### config.mk
export PLATFORM = sky130hd
export DESIGN_NAME = emt_ctrl
export DESIGN_NICKNAME = d
export VERILOG_FILES = /design/src/hw/emt_pkg.sv /design/src/hw/emt_ctrl.sv
export SDC_FILE = /design/constraint.sdc
export NUM_CORES = 1
export LEC_CHECK = 0
export ABC_AREA = 1
export ABC_CLOCK_PERIOD_IN_PS = 2050
export BUFFER_PORTS_ARGS = -buffer_cell sky130_fd_sc_hd__buf_2
export CORE_MARGIN = 4
export CORE_UTILIZATION = 30
export DETAILED_ROUTE_END_ITERATION = 7
export SLEW_MARGIN = 20
export SYNTH_ARGS = -nofsm -noshare
export SYNTH_HDL_FRONTEND = slang
export SYNTH_SLANG_ARGS = --single-unit
### constraint.sdc
create_clock -name CLK -period 2.05 [get_ports CLK]
set_input_delay 0 -clock CLK [delete_from_list [all_inputs] [get_ports CLK]]
set_output_delay 0 -clock CLK [all_outputs]
set_load 0.01 [all_outputs]
### src/hw/emt_pkg.sv
package emt_pkg;
	// timing register location on the special function register bus
	localparam logic [7:0] EMT_TC_PAGE = 8'h00;
	localparam logic [7:0] EMT_TC_ADDR = 8'hAF;
	localparam logic [7:0] EMT_TC_RESET = 8'hFF;
	// field positions inside the timing register
	localparam int EMT_SETUP_MSB = 7;
	localparam int EMT_SETUP_LSB = 6;
	localparam int EMT_WIDTH_MSB = 5;
	localparam int EMT_WIDTH_LSB = 2;
	localparam int EMT_HOLD_MSB = 1;
	localparam int EMT_HOLD_LSB = 0;
	// fixed overhead of an access: one start cycle plus the tail
	localparam int EMT_OVERHEAD_CYCLES = 4;
	localparam logic [3:0] EMT_TAIL_LOAD = 4'(EMT_OVERHEAD_CYCLES - 2);
	// configuration field: bit 2 low selects the shared address/data port
	localparam int EMT_CFG_MUX_BIT = 2;
	localparam logic [1:0] EMT_CFG_INTERNAL = 2'h0;
	localparam logic [1:0] EMT_CFG_BANK = 2'h2;
	typedef enum logic [2:0] {
		EMT_IDLE,
		EMT_START,
		EMT_ALE_HI,
		EMT_ALE_LO,
		EMT_SETUP,
		EMT_STROBE,
		EMT_HOLD,
		EMT_FINISH
	} emt_state_type;
endpackage

### src/hw/emt_ctrl.sv
`timescale 1ns/1ps
module emt_ctrl
(
	input wire logic CLK,
	input wire logic RSTN,
	input wire logic [7:0] SFR_PAGE,
	input wire logic [7:0] SFR_ADDR,
	input wire logic SFR_WR,
	input wire logic [7:0] SFR_WDATA,
	output logic [7:0] SFR_RDATA,
	input wire logic [2:0] EXT_MEM_CONFIG,
	input wire logic [1:0] ALE_WIDTH,
	input wire logic [7:0] XRAM_BANK_SELECT,
	input wire logic REQ,
	input wire logic REQ_WRITE,
	input wire logic REQ_WIDE,
	input wire logic [15:0] REQ_ADDR,
	input wire logic [7:0] REQ_WDATA,
	output logic BUSY,
	output logic DONE,
	output logic [7:0] RDATA,
	output logic [7:0] ADDR_HI,
	output logic ADDR_HI_OE,
	output logic [7:0] ADDR_LO,
	output logic ADDR_LO_OE,
	output logic [7:0] AD_OUT,
	output logic AD_OE,
	input wire logic [7:0] AD_IN,
	output logic ALE,
	output logic RD_N,
	output logic WR_N
);
	import emt_pkg::*;

	logic [7:0] timing;
	logic [7:0] next_timing;
	logic [7:0] next_sfr_rdata;
	logic sfr_hit;

	emt_state_type state;
	emt_state_type next_state;
	logic [3:0] cnt;
	logic [3:0] next_cnt;
	logic write;
	logic next_write;
	logic mux;
	logic next_mux;
	logic hi_en;
	logic next_hi_en;
	logic [15:0] addr;
	logic [15:0] next_addr;
	logic [7:0] wdata;
	logic [7:0] next_wdata;
	logic [7:0] next_rdata;
	logic next_done;

	logic next_addr_hi_oe;
	logic next_addr_lo_oe;
	logic [7:0] next_ad_out;
	logic next_ad_oe;
	logic next_ale;
	logic next_rd_n;
	logic next_wr_n;

	logic [1:0] setup_f;
	logic [3:0] width_f;
	logic [1:0] hold_f;
	logic addr_phase;
	logic data_phase;

	assign setup_f = timing[EMT_SETUP_MSB:EMT_SETUP_LSB];
	assign width_f = timing[EMT_WIDTH_MSB:EMT_WIDTH_LSB];
	assign hold_f = timing[EMT_HOLD_MSB:EMT_HOLD_LSB];

	// register access; reads of other addresses return zero
	always_comb
	begin
		sfr_hit = (SFR_PAGE == EMT_TC_PAGE) && (SFR_ADDR == EMT_TC_ADDR);
		next_timing = timing;
		if (SFR_WR && sfr_hit)
		begin
			next_timing = SFR_WDATA;
		end
		next_sfr_rdata = sfr_hit ? timing : 8'h00;
	end

	always_ff @(posedge CLK)
	begin
		if (!RSTN)
		begin
			timing <= EMT_TC_RESET;
			SFR_RDATA <= 8'h00;
		end
		else
		begin
			timing <= next_timing;
			SFR_RDATA <= next_sfr_rdata;
		end
	end

	// access sequencer
	always_comb
	begin
		next_state = state;
		next_cnt = cnt;
		next_write = write;
		next_mux = mux;
		next_hi_en = hi_en;
		next_addr = addr;
		next_wdata = wdata;
		next_rdata = RDATA;
		next_done = 1'b0;
		unique case (state)
			EMT_IDLE:
			begin
				// config x00 keeps all accesses on chip, so nothing goes out
				if (REQ && (EXT_MEM_CONFIG[1:0] != EMT_CFG_INTERNAL))
				begin
					next_state = EMT_START;
					next_write = REQ_WRITE;
					next_addr = REQ_ADDR;
					next_wdata = REQ_WDATA;
					next_mux = !EXT_MEM_CONFIG[EMT_CFG_MUX_BIT];
					// upper byte only for wide accesses or bank select mode
					next_hi_en = REQ_WIDE || (EXT_MEM_CONFIG[1:0] == EMT_CFG_BANK);
					if (!REQ_WIDE && (EXT_MEM_CONFIG[1:0] == EMT_CFG_BANK))
					begin
						next_addr[15:8] = XRAM_BANK_SELECT;
					end
				end
			end
			EMT_START:
			begin
				if (mux)
				begin
					next_state = EMT_ALE_HI;
					next_cnt = {2'b00, ALE_WIDTH};
				end
				else if (setup_f != 2'b00)
				begin
					next_state = EMT_SETUP;
					next_cnt = {2'b00, setup_f - 2'b01};
				end
				else
				begin
					next_state = EMT_STROBE;
					next_cnt = width_f;
				end
			end
			EMT_ALE_HI:
			begin
				if (cnt == 4'h0)
				begin
					next_state = EMT_ALE_LO;
					next_cnt = {2'b00, ALE_WIDTH};
				end
				else
				begin
					next_cnt = cnt - 4'h1;
				end
			end
			EMT_ALE_LO:
			begin
				if (cnt != 4'h0)
				begin
					next_cnt = cnt - 4'h1;
				end
				else if (setup_f != 2'b00)
				begin
					next_state = EMT_SETUP;
					next_cnt = {2'b00, setup_f - 2'b01};
				end
				else
				begin
					next_state = EMT_STROBE;
					next_cnt = width_f;
				end
			end
			EMT_SETUP:
			begin
				if (cnt == 4'h0)
				begin
					next_state = EMT_STROBE;
					next_cnt = width_f;
				end
				else
				begin
					next_cnt = cnt - 4'h1;
				end
			end
			EMT_STROBE:
			begin
				if (cnt != 4'h0)
				begin
					next_cnt = cnt - 4'h1;
				end
				else
				begin
					// sample read data on the last strobe cycle
					if (!write)
					begin
						next_rdata = AD_IN;
					end
					if (hold_f != 2'b00)
					begin
						next_state = EMT_HOLD;
						next_cnt = {2'b00, hold_f - 2'b01};
					end
					else
					begin
						next_state = EMT_FINISH;
						next_cnt = EMT_TAIL_LOAD;
					end
				end
			end
			EMT_HOLD:
			begin
				if (cnt == 4'h0)
				begin
					next_state = EMT_FINISH;
					next_cnt = EMT_TAIL_LOAD;
				end
				else
				begin
					next_cnt = cnt - 4'h1;
				end
			end
			EMT_FINISH:
			begin
				if (cnt == 4'h0)
				begin
					next_state = EMT_IDLE;
					next_done = 1'b1;
				end
				else
				begin
					next_cnt = cnt - 4'h1;
				end
			end
		endcase
	end

	// pins are computed from the next state so they leave flip-flops aligned to it
	always_comb
	begin
		addr_phase = (next_state != EMT_IDLE) && (next_state != EMT_FINISH);
		data_phase = (next_state == EMT_SETUP) || (next_state == EMT_STROBE) || (next_state == EMT_HOLD);
		next_addr_hi_oe = addr_phase && next_hi_en;
		next_addr_lo_oe = addr_phase && !next_mux;
		next_ale = next_state == EMT_ALE_HI;
		next_rd_n = !((next_state == EMT_STROBE) && !next_write);
		next_wr_n = !((next_state == EMT_STROBE) && next_write);
		next_ad_oe = 1'b0;
		next_ad_out = 8'h00;
		// low address stays on the shared port through the low phase for latch hold
		if (next_mux && ((next_state == EMT_START) || (next_state == EMT_ALE_HI) || (next_state == EMT_ALE_LO)))
		begin
			next_ad_oe = 1'b1;
			next_ad_out = next_addr[7:0];
		end
		else if (data_phase && next_write)
		begin
			next_ad_oe = 1'b1;
			next_ad_out = next_wdata;
		end
	end

	always_ff @(posedge CLK)
	begin
		if (!RSTN)
		begin
			state <= EMT_IDLE;
			cnt <= 4'h0;
			write <= 1'b0;
			mux <= 1'b0;
			hi_en <= 1'b0;
			addr <= 16'h0000;
			wdata <= 8'h00;
			RDATA <= 8'h00;
			DONE <= 1'b0;
			BUSY <= 1'b0;
			ADDR_HI <= 8'h00;
			ADDR_HI_OE <= 1'b0;
			ADDR_LO <= 8'h00;
			ADDR_LO_OE <= 1'b0;
			AD_OUT <= 8'h00;
			AD_OE <= 1'b0;
			ALE <= 1'b0;
			RD_N <= 1'b1;
			WR_N <= 1'b1;
		end
		else
		begin
			state <= next_state;
			cnt <= next_cnt;
			write <= next_write;
			mux <= next_mux;
			hi_en <= next_hi_en;
			addr <= next_addr;
			wdata <= next_wdata;
			RDATA <= next_rdata;
			DONE <= next_done;
			BUSY <= next_state != EMT_IDLE;
			ADDR_HI <= next_addr[15:8];
			ADDR_HI_OE <= next_addr_hi_oe;
			ADDR_LO <= next_addr[7:0];
			ADDR_LO_OE <= next_addr_lo_oe;
			AD_OUT <= next_ad_out;
			AD_OE <= next_ad_oe;
			ALE <= next_ale;
			RD_N <= next_rd_n;
			WR_N <= next_wr_n;
		end
	end
endmodule

# After elaboration in Yosys (flattened, before gate mapping)
# Cells that the tools add are included.
[word_totals]
in_bits = 75
register_bits = 90
[op_classes]
muxes = 37
n_reduce_logical = 35
bitwise = 2
n_eq_ne = 17
addsub = 3
[ops]
columns = ["op", "n"]
rows = [
  ["2-to-1 mux 8 bit", 5],
  ["2-to-1 mux 16 bit", 2],
  ["2-to-1 mux 4 bit", 8],
  ["case mux 4 bit (7 select lines)", 1],
  ["2-to-1 mux 3 bit", 8],
  ["case mux 3 bit (8 select lines)", 1],
  ["equality test 3 bit (second input constant)", 7],
  ["equality test 3 x 2 -> 1 bit (second input constant)", 4],
  ["logical AND 1 bit", 11],
  ["2-to-1 mux 1 bit", 11],
  ["equality test 8 bit (second input constant)", 1],
  ["zero test 8 bit", 1],
  ["nonzero test 7 bit", 1],
  ["equality test 3 x 1 -> 1 bit (second input constant)", 2],
  ["zero test 1 bit", 6],
  ["AND reduction 2 bit", 3],
  ["nonzero test 2 bit", 3],
  ["logical OR 1 bit", 5],
  ["zero test 4 bit", 1],
  ["nonzero test 4 bit", 1],
  ["subtractor 2 x 1 -> 2 bit (second input constant)", 2],
  ["subtractor 4 x 1 -> 4 bit (second input constant)", 1],
  ["zero test 3 bit", 1],
  ["!= test 3 bit (second input constant)", 1],
  ["other kinds (6)", 7],
]

# Depth between registers and ports, before layout
# Gate-level depths: netlist of run 1.
[logic_depth]
word_depth = 10
mapped_depth = 12

# Worst setup path after synthesis of run 1
# OpenSTA, ideal clock, no wires.
[synth_timing]
path_kind = "flip-flop to flip-flop"
start = "register cnt[0]"
end = "register AD_OUT[7]"
stages_incl_launch_ff = 11
setup_slack_ps = 331
n_path_buf = 0
period_less_slack_ps = 1719
t_arrival_ps = 1649
path_cell_list = "dfxtp_1 -> inv_1 -> ha_1 -> nand2_1 -> nor2_1 -> a21oi_4 -> nand2_1 -> o21ai_1 -> nor2_4 -> nand3_1 -> a21oi_1"
[synth_via]
elab_chain_len = 9
word_cells_on_any_way = 23
classes_between = "eq/ne: 6; mux: 9; reduce/logical: 8"
[synth_rtl]
columns = ["element", "line_no", "text"]
rows = [
  ["start: declaration", "emt_ctrl.sv:42", "logic [3:0] cnt;"],
  ["start signal: assignment", "emt_ctrl.sv:295", "cnt <= next_cnt;"],
  ["zero test 4 bit / nonzero test 4 bit (equally long branches)", "--", ""],
  ["2-to-1 mux 3 bit (tied with other cells)", "emt_ctrl.sv:230", "if (cnt == 4'h0)"],
  ["case mux 3 bit (8 select lines) *", "emt_ctrl.sv:113", "unique case (state)"],
  ["equality test 3 bit", "emt_ctrl.sv:247", "data_phase = (next_state == EMT_SETUP) || (next_state == EMT_STROBE) || (next_state == EMT_HOLD);"],
  ["logical OR 1 bit (2 in series)", "emt_ctrl.sv:247", ""],
  ["logical AND 1 bit", "emt_ctrl.sv:261", "else if (data_phase && next_write)"],
  ["2-to-1 mux 8 bit", "emt_ctrl.sv:261", ""],
  ["2-to-1 mux 8 bit *", "emt_ctrl.sv:256", "if (next_mux && ((next_state == EMT_START) || (next_state == EMT_ALE_HI) || (next_state == EMT_ALE_LO)))"],
  ["end signal: assignment", "emt_ctrl.sv:308", "AD_OUT <= next_ad_out;"],
  ["end: declaration", "emt_ctrl.sv:26", "output logic [7:0] AD_OUT,"],
]
# Every way passes the cells marked *; elsewhere a longest branch is shown, timed or not.
# A chain may end at the register's enable or synchronous reset.

# Final worst setup path of run 1
[layout_timing]
start = "register cnt[0]"
end = "register AD_OUT[2]"
# Same word-level chain as after synthesis.

==> flow_summary.json, run 1 <==
{
  "nFillCells": 1076,
  "initial_utilization_pct": 30.81,
  "clkTransAtPathRegs_ns": 0.08,
  "dp.final_hpwl_um": 7161,
  "io_buffers": 122,
  "yosysWarnings": 0,
  "final_cells": 760,
  "htree_num_levels": 3,
  "hp-class": "input pin to flip-flop",
  "vias": 3535,
  "arrival_ns": 2.17,
  "crit_path_start_kind": "flip-flop",
  "antenna_found_initial": 0,
  "die_h_um": 113.7,
  "max_stage_delay_ns": 0.33,
  "crit_type": "flip-flop to flip-flop",
  "final_area_um2": 4745,
  "gp_congestion": 0.8508,
  "report.final.setup_viol": 0,
  "synth_area_per_cell_um2": 7.555,
  "period_share_pct": 92.27,
  "reg2regPathDepth": 10,
  "maxCapViolCount": 0,
  "clock_latency_ns": 0.34,
  "cts_tree": "built",
  "rows": 38,
  "vdd_drop_max_mv": 0.2784,
  "p_leak_nw": 2.361,
  "clk_root_buffer_cell": "clkbuf_8",
  "drc": 0,
  "place_inst": 702,
  "crit_path_max_fanout": 8,
  "worst_pin_slew_ns": 0.4595,
  "hold_violations": 0,
  "synth_nets": 523,
  "groute.usage.overall_pct": 15.58,
  "drv_slew": 0,
  "grt-ovfl-total": 0,
  "syn_area_um2": 3354,
  "drive_above_1_share_pct": 29.84,
  "grt_max_degree": 31,
  "final_common_cell": "buf_2",
  "fp.coreArea_um2": 10890,
  "grt_pass1_vias": 3580,
  "postSynthCellCount": 444,
  "critPathBufInv": 1,
  "die_area_um2": 12940,
  "critPathSlowestCell": "dfxtp_1",
  "p_per_area_nw_per_um2": 748.2,
  "numCtsBuffers": 9,
  "clock_path_buffers": 2,
  "clock-sinks": 74,
  "skew_ns": 0.01196,
  "tns_ns": 0,
  "ios": 123,
  "critical_path.top_delay_family": "simple AND/OR/NAND/NOR gates",
  "antenna_left": 0,
  "antenna_cells": 0,
  "synth_seq_area_share_pct": 44.16,
  "drt_wl_total_um": 10010,
  "finalHoldWorstSlack_ns": 0.01922,
  "fp.dieW_um": 113.7,
  "synth-seq-cells": 74,
  "min_period_ns": 1.892,
  "initialDrtViolationCount": 147,
  "fmax_mhz": 528.7,
  "max_slew_margin_pct": 69.16,
  "grt_pass1_wl_um": 16330,
  "cp_num_cells": 10,
  "synth_cell_types": 37,
  "dpl_cell_area_um2": 4140,
  "vias_per_cell": 4.651,
  "fin_nets": 695,
  "hold_depth": 4,
  "final_cell_mix": "122 x buf_2, 88 x nand2_1, 73 x dfxtp_1",
  "endpoint_kind": "flip-flop",
  "crit_required_ns": 2.33,
  "path_cells": "inv_1, ha_2, nand2_1, nor2_2, a21oi_4, nand2_1, o21ai_1, nor2_2, nand3_1, a21oi_1",
  "dr.pass1.iters": 5,
  "wl_per_cell_um": 13.17,
  "outcome": "finished clean",
  "layout-area-overhead-vs-synth_pct": 41.44
}
sequential cells by signal, summed over array words and instances, names as in the netlist, 3 cells and up:
register   flops
state          3
SFR_RDATA      8
timing         8
ADDR_LO        7
AD_OUT         8
RDATA          8
wdata          8
cnt            4
ADDR_HI        8
final cells by class:
cell class	instances	area, um^2	area share (%)
clock inverters	2	13.76	0.2901
well taps	140	175.2	3.692
inverters	42	162.7	3.428
multi-input cells	315	1643	34.63
flip-flops and latches	74	1483	31.25
clock buffers	13	148.9	3.138
repair buffers	174	1119	23.58
per-stage QoR:
| stage | setup slack (ns) | power, mW | utilization (%) |
|---|---|---|---|
| CTS | 0.1003 | 3.570 | 43.38 |
| global route | -0.02224 | 3.771 | 43.58 |
| floorplan | 0.3309 | 2.220 | - |
| finish | 0.1585 | 3.550 | 43.58 |
| detailed placement | 0.1282 | 2.515 | 38.03 |
| global placement | 0.2122 | 2.509 | 38.03 |
worst reg2reg max path: cells and delay by family (launching register included):
kind                     cells  cell delay, ns
adder cells (fa/ha/maj)      1            0.24
AO/OA/AOI/OAI                3            0.43
buffers and inverters        1            0.16
flip-flops                   1            0.33
AND/OR/NAND/NOR              5            0.68
synth_stat cells (all sizes together):
| master | count | area share, % |
|---|---|---|
| clkinv | 3 | 0.34 |
| nand2 | 92 | 11 |
| a31oi | 9 | 1.7 |
| nor4 | 3 | 0.56 |
| buf | 10 | 2.2 |
| o211ai | 3 | 0.67 |
| inv | 39 | 4.5 |
| o21a | 1 | 0.22 |
| nor2 | 65 | 9.1 |
| or2 | 9 | 1.7 |
| a21oi | 24 | 4.3 |
| ha | 4 | 1.5 |
| nand3 | 35 | 5.6 |
| xnor2 | 1 | 0.26 |
| o21ai | 44 | 6.8 |
| nor3 | 6 | 1.2 |
| a32oi | 1 | 0.26 |
| nand3b | 3 | 0.67 |
| dfxtp | 74 | 44 |
| nand4 | 14 | 3.1 |
| clkbuf | 4 | 0.45 |
cells by family (layout without fill, tap and decap cells):
family / count (synthesis) / in the layout / synth area share (%)
fa+ha+maj: 4 / 4 / 1.492
xor+xnor: 1 / 1 / 0.2611
flops: 74 / 74 / 44.16
buf+inv: 56 / 231 / 7.460
compound gates: 82 / 82 / 13.88
simple gates: 227 / 228 / 32.75
path summary, 6_finish.rpt:
check / startpoint / end / slack, ns
setup / recovery: cnt[0] / AD_OUT[2] / 0.16
hold / removal: REQ_ADDR[7] / addr[7] / 0.02
setup reg to reg: cnt[0] / AD_OUT[2] / 0.16
hold reg to reg: wdata[5] / wdata[5] / 0.47
layer usage:
layer | GRT usage, % | vias to the layer above | wire length [um]
li1 | - | 1814 | -
met1 | 18.92 | 1612 | 4192
met2 | 27.01 | 95 | 5163
met3 | 3.289 | 14 | 509
met4 | 5.849 | 0 | 144
met5 | 0 | - | 0
what timing repair did:
action | 4_1_cts | 5_1_grt
buffers inserted | 0 | 0
endpoints found under the hold margin | 34 | 0
hold buffers | 42 | 0
resized for setup | 0 | 5
endpoints found under the setup margin | 0 | 11
power by group:
group	leakage, nW	switching [mW]	internal [mW]	total [mW]
logic	1.67	0.567	0.398	0.965
registers	0.604	0.0698	1.54	1.61
clock network	0.0835	0.508	0.468	0.976
total	2.36	1.14	2.41	3.55
(Power assumes the default switching activity.)
==> inputs of run 2 (changes only) <==
--- a/config.mk
+++ b/config.mk
@@ -11,6 +11,7 @@
 export CORE_MARGIN = 4
 export CORE_UTILIZATION = 30
 export DETAILED_ROUTE_END_ITERATION = 7
+export SETUP_SLACK_MARGIN = 0.4
 export SLEW_MARGIN = 20
 export SYNTH_ARGS = -nofsm -noshare
 export SYNTH_HDL_FRONTEND = slang
==> flow_summary.json, run 2 (synthesis gave the netlist of run 1 again) <==
{
  "outcome": "finished clean",
  "final_common_cell": "buf_2",
  "maxCapViolCount": 0,
  "endpoint_kind": "flip-flop",
  "min_period_ns": 1.640,
  "hold_violations": 0,
  "fmax_mhz": 609.9,
  "die_h_um": 113.7,
  "htree_num_levels": 3,
  "vias_per_cell": 4.667,
  "initialDrtViolationCount": 151,
  "vias": 3659,
  "io_buffers": 122,
  "vdd_drop_max_mv": 0.3238,
  "p_seq_share_pct": 38.9,
  "drv_slew": 0,
  "clkTransAtPathRegs_ns": 0.08,
  "place_ws_ns": 0.1023,
  "crit_type": "flip-flop to flip-flop",
  "dp.final_hpwl_um": 6983,
  "fp.coreArea_um2": 10890,
  "period_share_pct": 79.98,
  "numCtsBuffers": 9,
  "ios": 123,
  "grt_pass1_wl_um": 16690,
  "crit_path_start_kind": "flip-flop",
  "antenna_cells": 0,
  "antenna_found_initial": 0,
  "gp_congestion": 0.8395,
  "switching_share_pct": 32.02,
  "p_per_area_nw_per_um2": 790.2,
  "clock_path_buffers": 2,
  "drive_above_1_share_pct": 38.20,
  "combPwrFrac_pct": 29.5,
  "clock_latency_ns": 0.36,
  "grt_max_degree": 31,
  "nFillCells": 1037,
  "drt_wl_total_um": 10610,
  "skew_ns": 0.01117,
  "p_clk_share_pct": 31.6,
  "worst_pin_slew_ns": 0.4699,
  "arrival_ns": 1.89,
  "crit_path_max_fanout": 4,
  "cts_tree": "built",
  "wl_per_cell_um": 13.54,
  "crit_required_ns": 2.30,
  "rows": 38,
  "clock-sinks": 74,
  "antenna_left": 0,
  "initial_utilization_pct": 30.81,
  "final_area_um2": 5253,
  "die_area_um2": 12940,
  "final_cell_mix": "122 x buf_2, 73 x nand2_1, 65 x dfxtp_1",
  "dpl_cell_area_um2": 4115,
  "fp.dieW_um": 113.7,
  "layout-area-overhead-vs-synth_pct": 56.58,
  "layout_setup_ws_ns": 0.4103,
  "rsz0062_at_grt": "true",
  "hp-class": "input pin to flip-flop",
  "p_leak_nw": 2.553,
  "grt-ovfl-total": 0,
  "netSwitchingPower_mw": 1.329,
  "p_int_mw": 2.822,
  "report.final.setup_viol": 0,
  "drc": 0,
  "final_util_pct": 48.24,
  "groute.usage.overall_pct": 16.05,
  "tns_ns": 0,
  "max_slew_margin_pct": 68.63,
  "total_power_mw": 4.151,
  "grt_pass1_vias": 3608,
  "fin_nets": 718,
  "clk_root_buffer_cell": "clkbuf_8",
  "dr.pass1.iters": 5
}
[run 2: power groups by stage]
stage               Clock, mW  Sequential (mW)  Combinational, mW
finish                   1.31             1.62               1.22
CTS                      1.33             1.61               1.05
global placement            0             1.64              0.871
detailed placement          0             1.64              0.875
floorplan                   0             1.65              0.573
global route             1.39             1.63               1.34
[run 2: per-layer routing]
layer	wire, um	global-route usage, %	up-vias
li1	-	-	1866
met1	4429	19.59	1691
met2	5460	27.17	88
met3	548	3.183	14
met4	174	7.452	0
met5	0	0	-
[run 2: layout make-up]
type | instances | area, um^2 | share of cell area (%)
clock buffer | 12 | 155.1 | 2.954
clock inverter | 4 | 73.82 | 1.405
inverter | 42 | 180.2 | 3.430
multi-input combinational | 318 | 1868 | 35.56
sequential | 74 | 1503 | 28.61
tap | 140 | 175.2 | 3.335
timing repair buffer | 194 | 1297 | 24.70
[run 2: worst paths after layout]
path                 to         from  slack, ns  cells after the start
max          ADDR_LO_OE       cnt[0]       0.41                     11
max reg2reg  ADDR_LO_OE       cnt[0]       0.41                     11
min reg2reg    wdata[2]     wdata[2]       0.48                      2
min          ADDR_LO[3]  REQ_ADDR[3]       0.02                      4
[run 2: metrics by stage]
stage	hold WS [ns]	instances
floorplan	0.1132	444
global placement	0.2026	700
detailed placement	0.2100	700
CTS	0.001510	769
global route	0.03319	784
finish	0.01635	784
[run 2: repair_timing]
item | in CTS | in global routing
endpoints found under the hold margin | 38 | 0
setup endpoints to repair | 36 | 25
gates resized for setup | 30 | 50
pin swaps | 7 | 17
buffers inserted | 4 | 14
gates cloned | 3 | 1
hold buffers | 46 | 0
[run 2: critical path, cell delays in order, from the launching register on]
cell and delay (ns):
dfxtp_4 0.36, inv_4 0.07, ha_4 0.17, nand3_1 0.10
nor2_1 0.13, nor2_2 0.07, nor2_4 0.14, nand3_4 0.15
nor2_4 0.16, nand2_2 0.07, o21ai_4 0.07, nor2_1 0.05
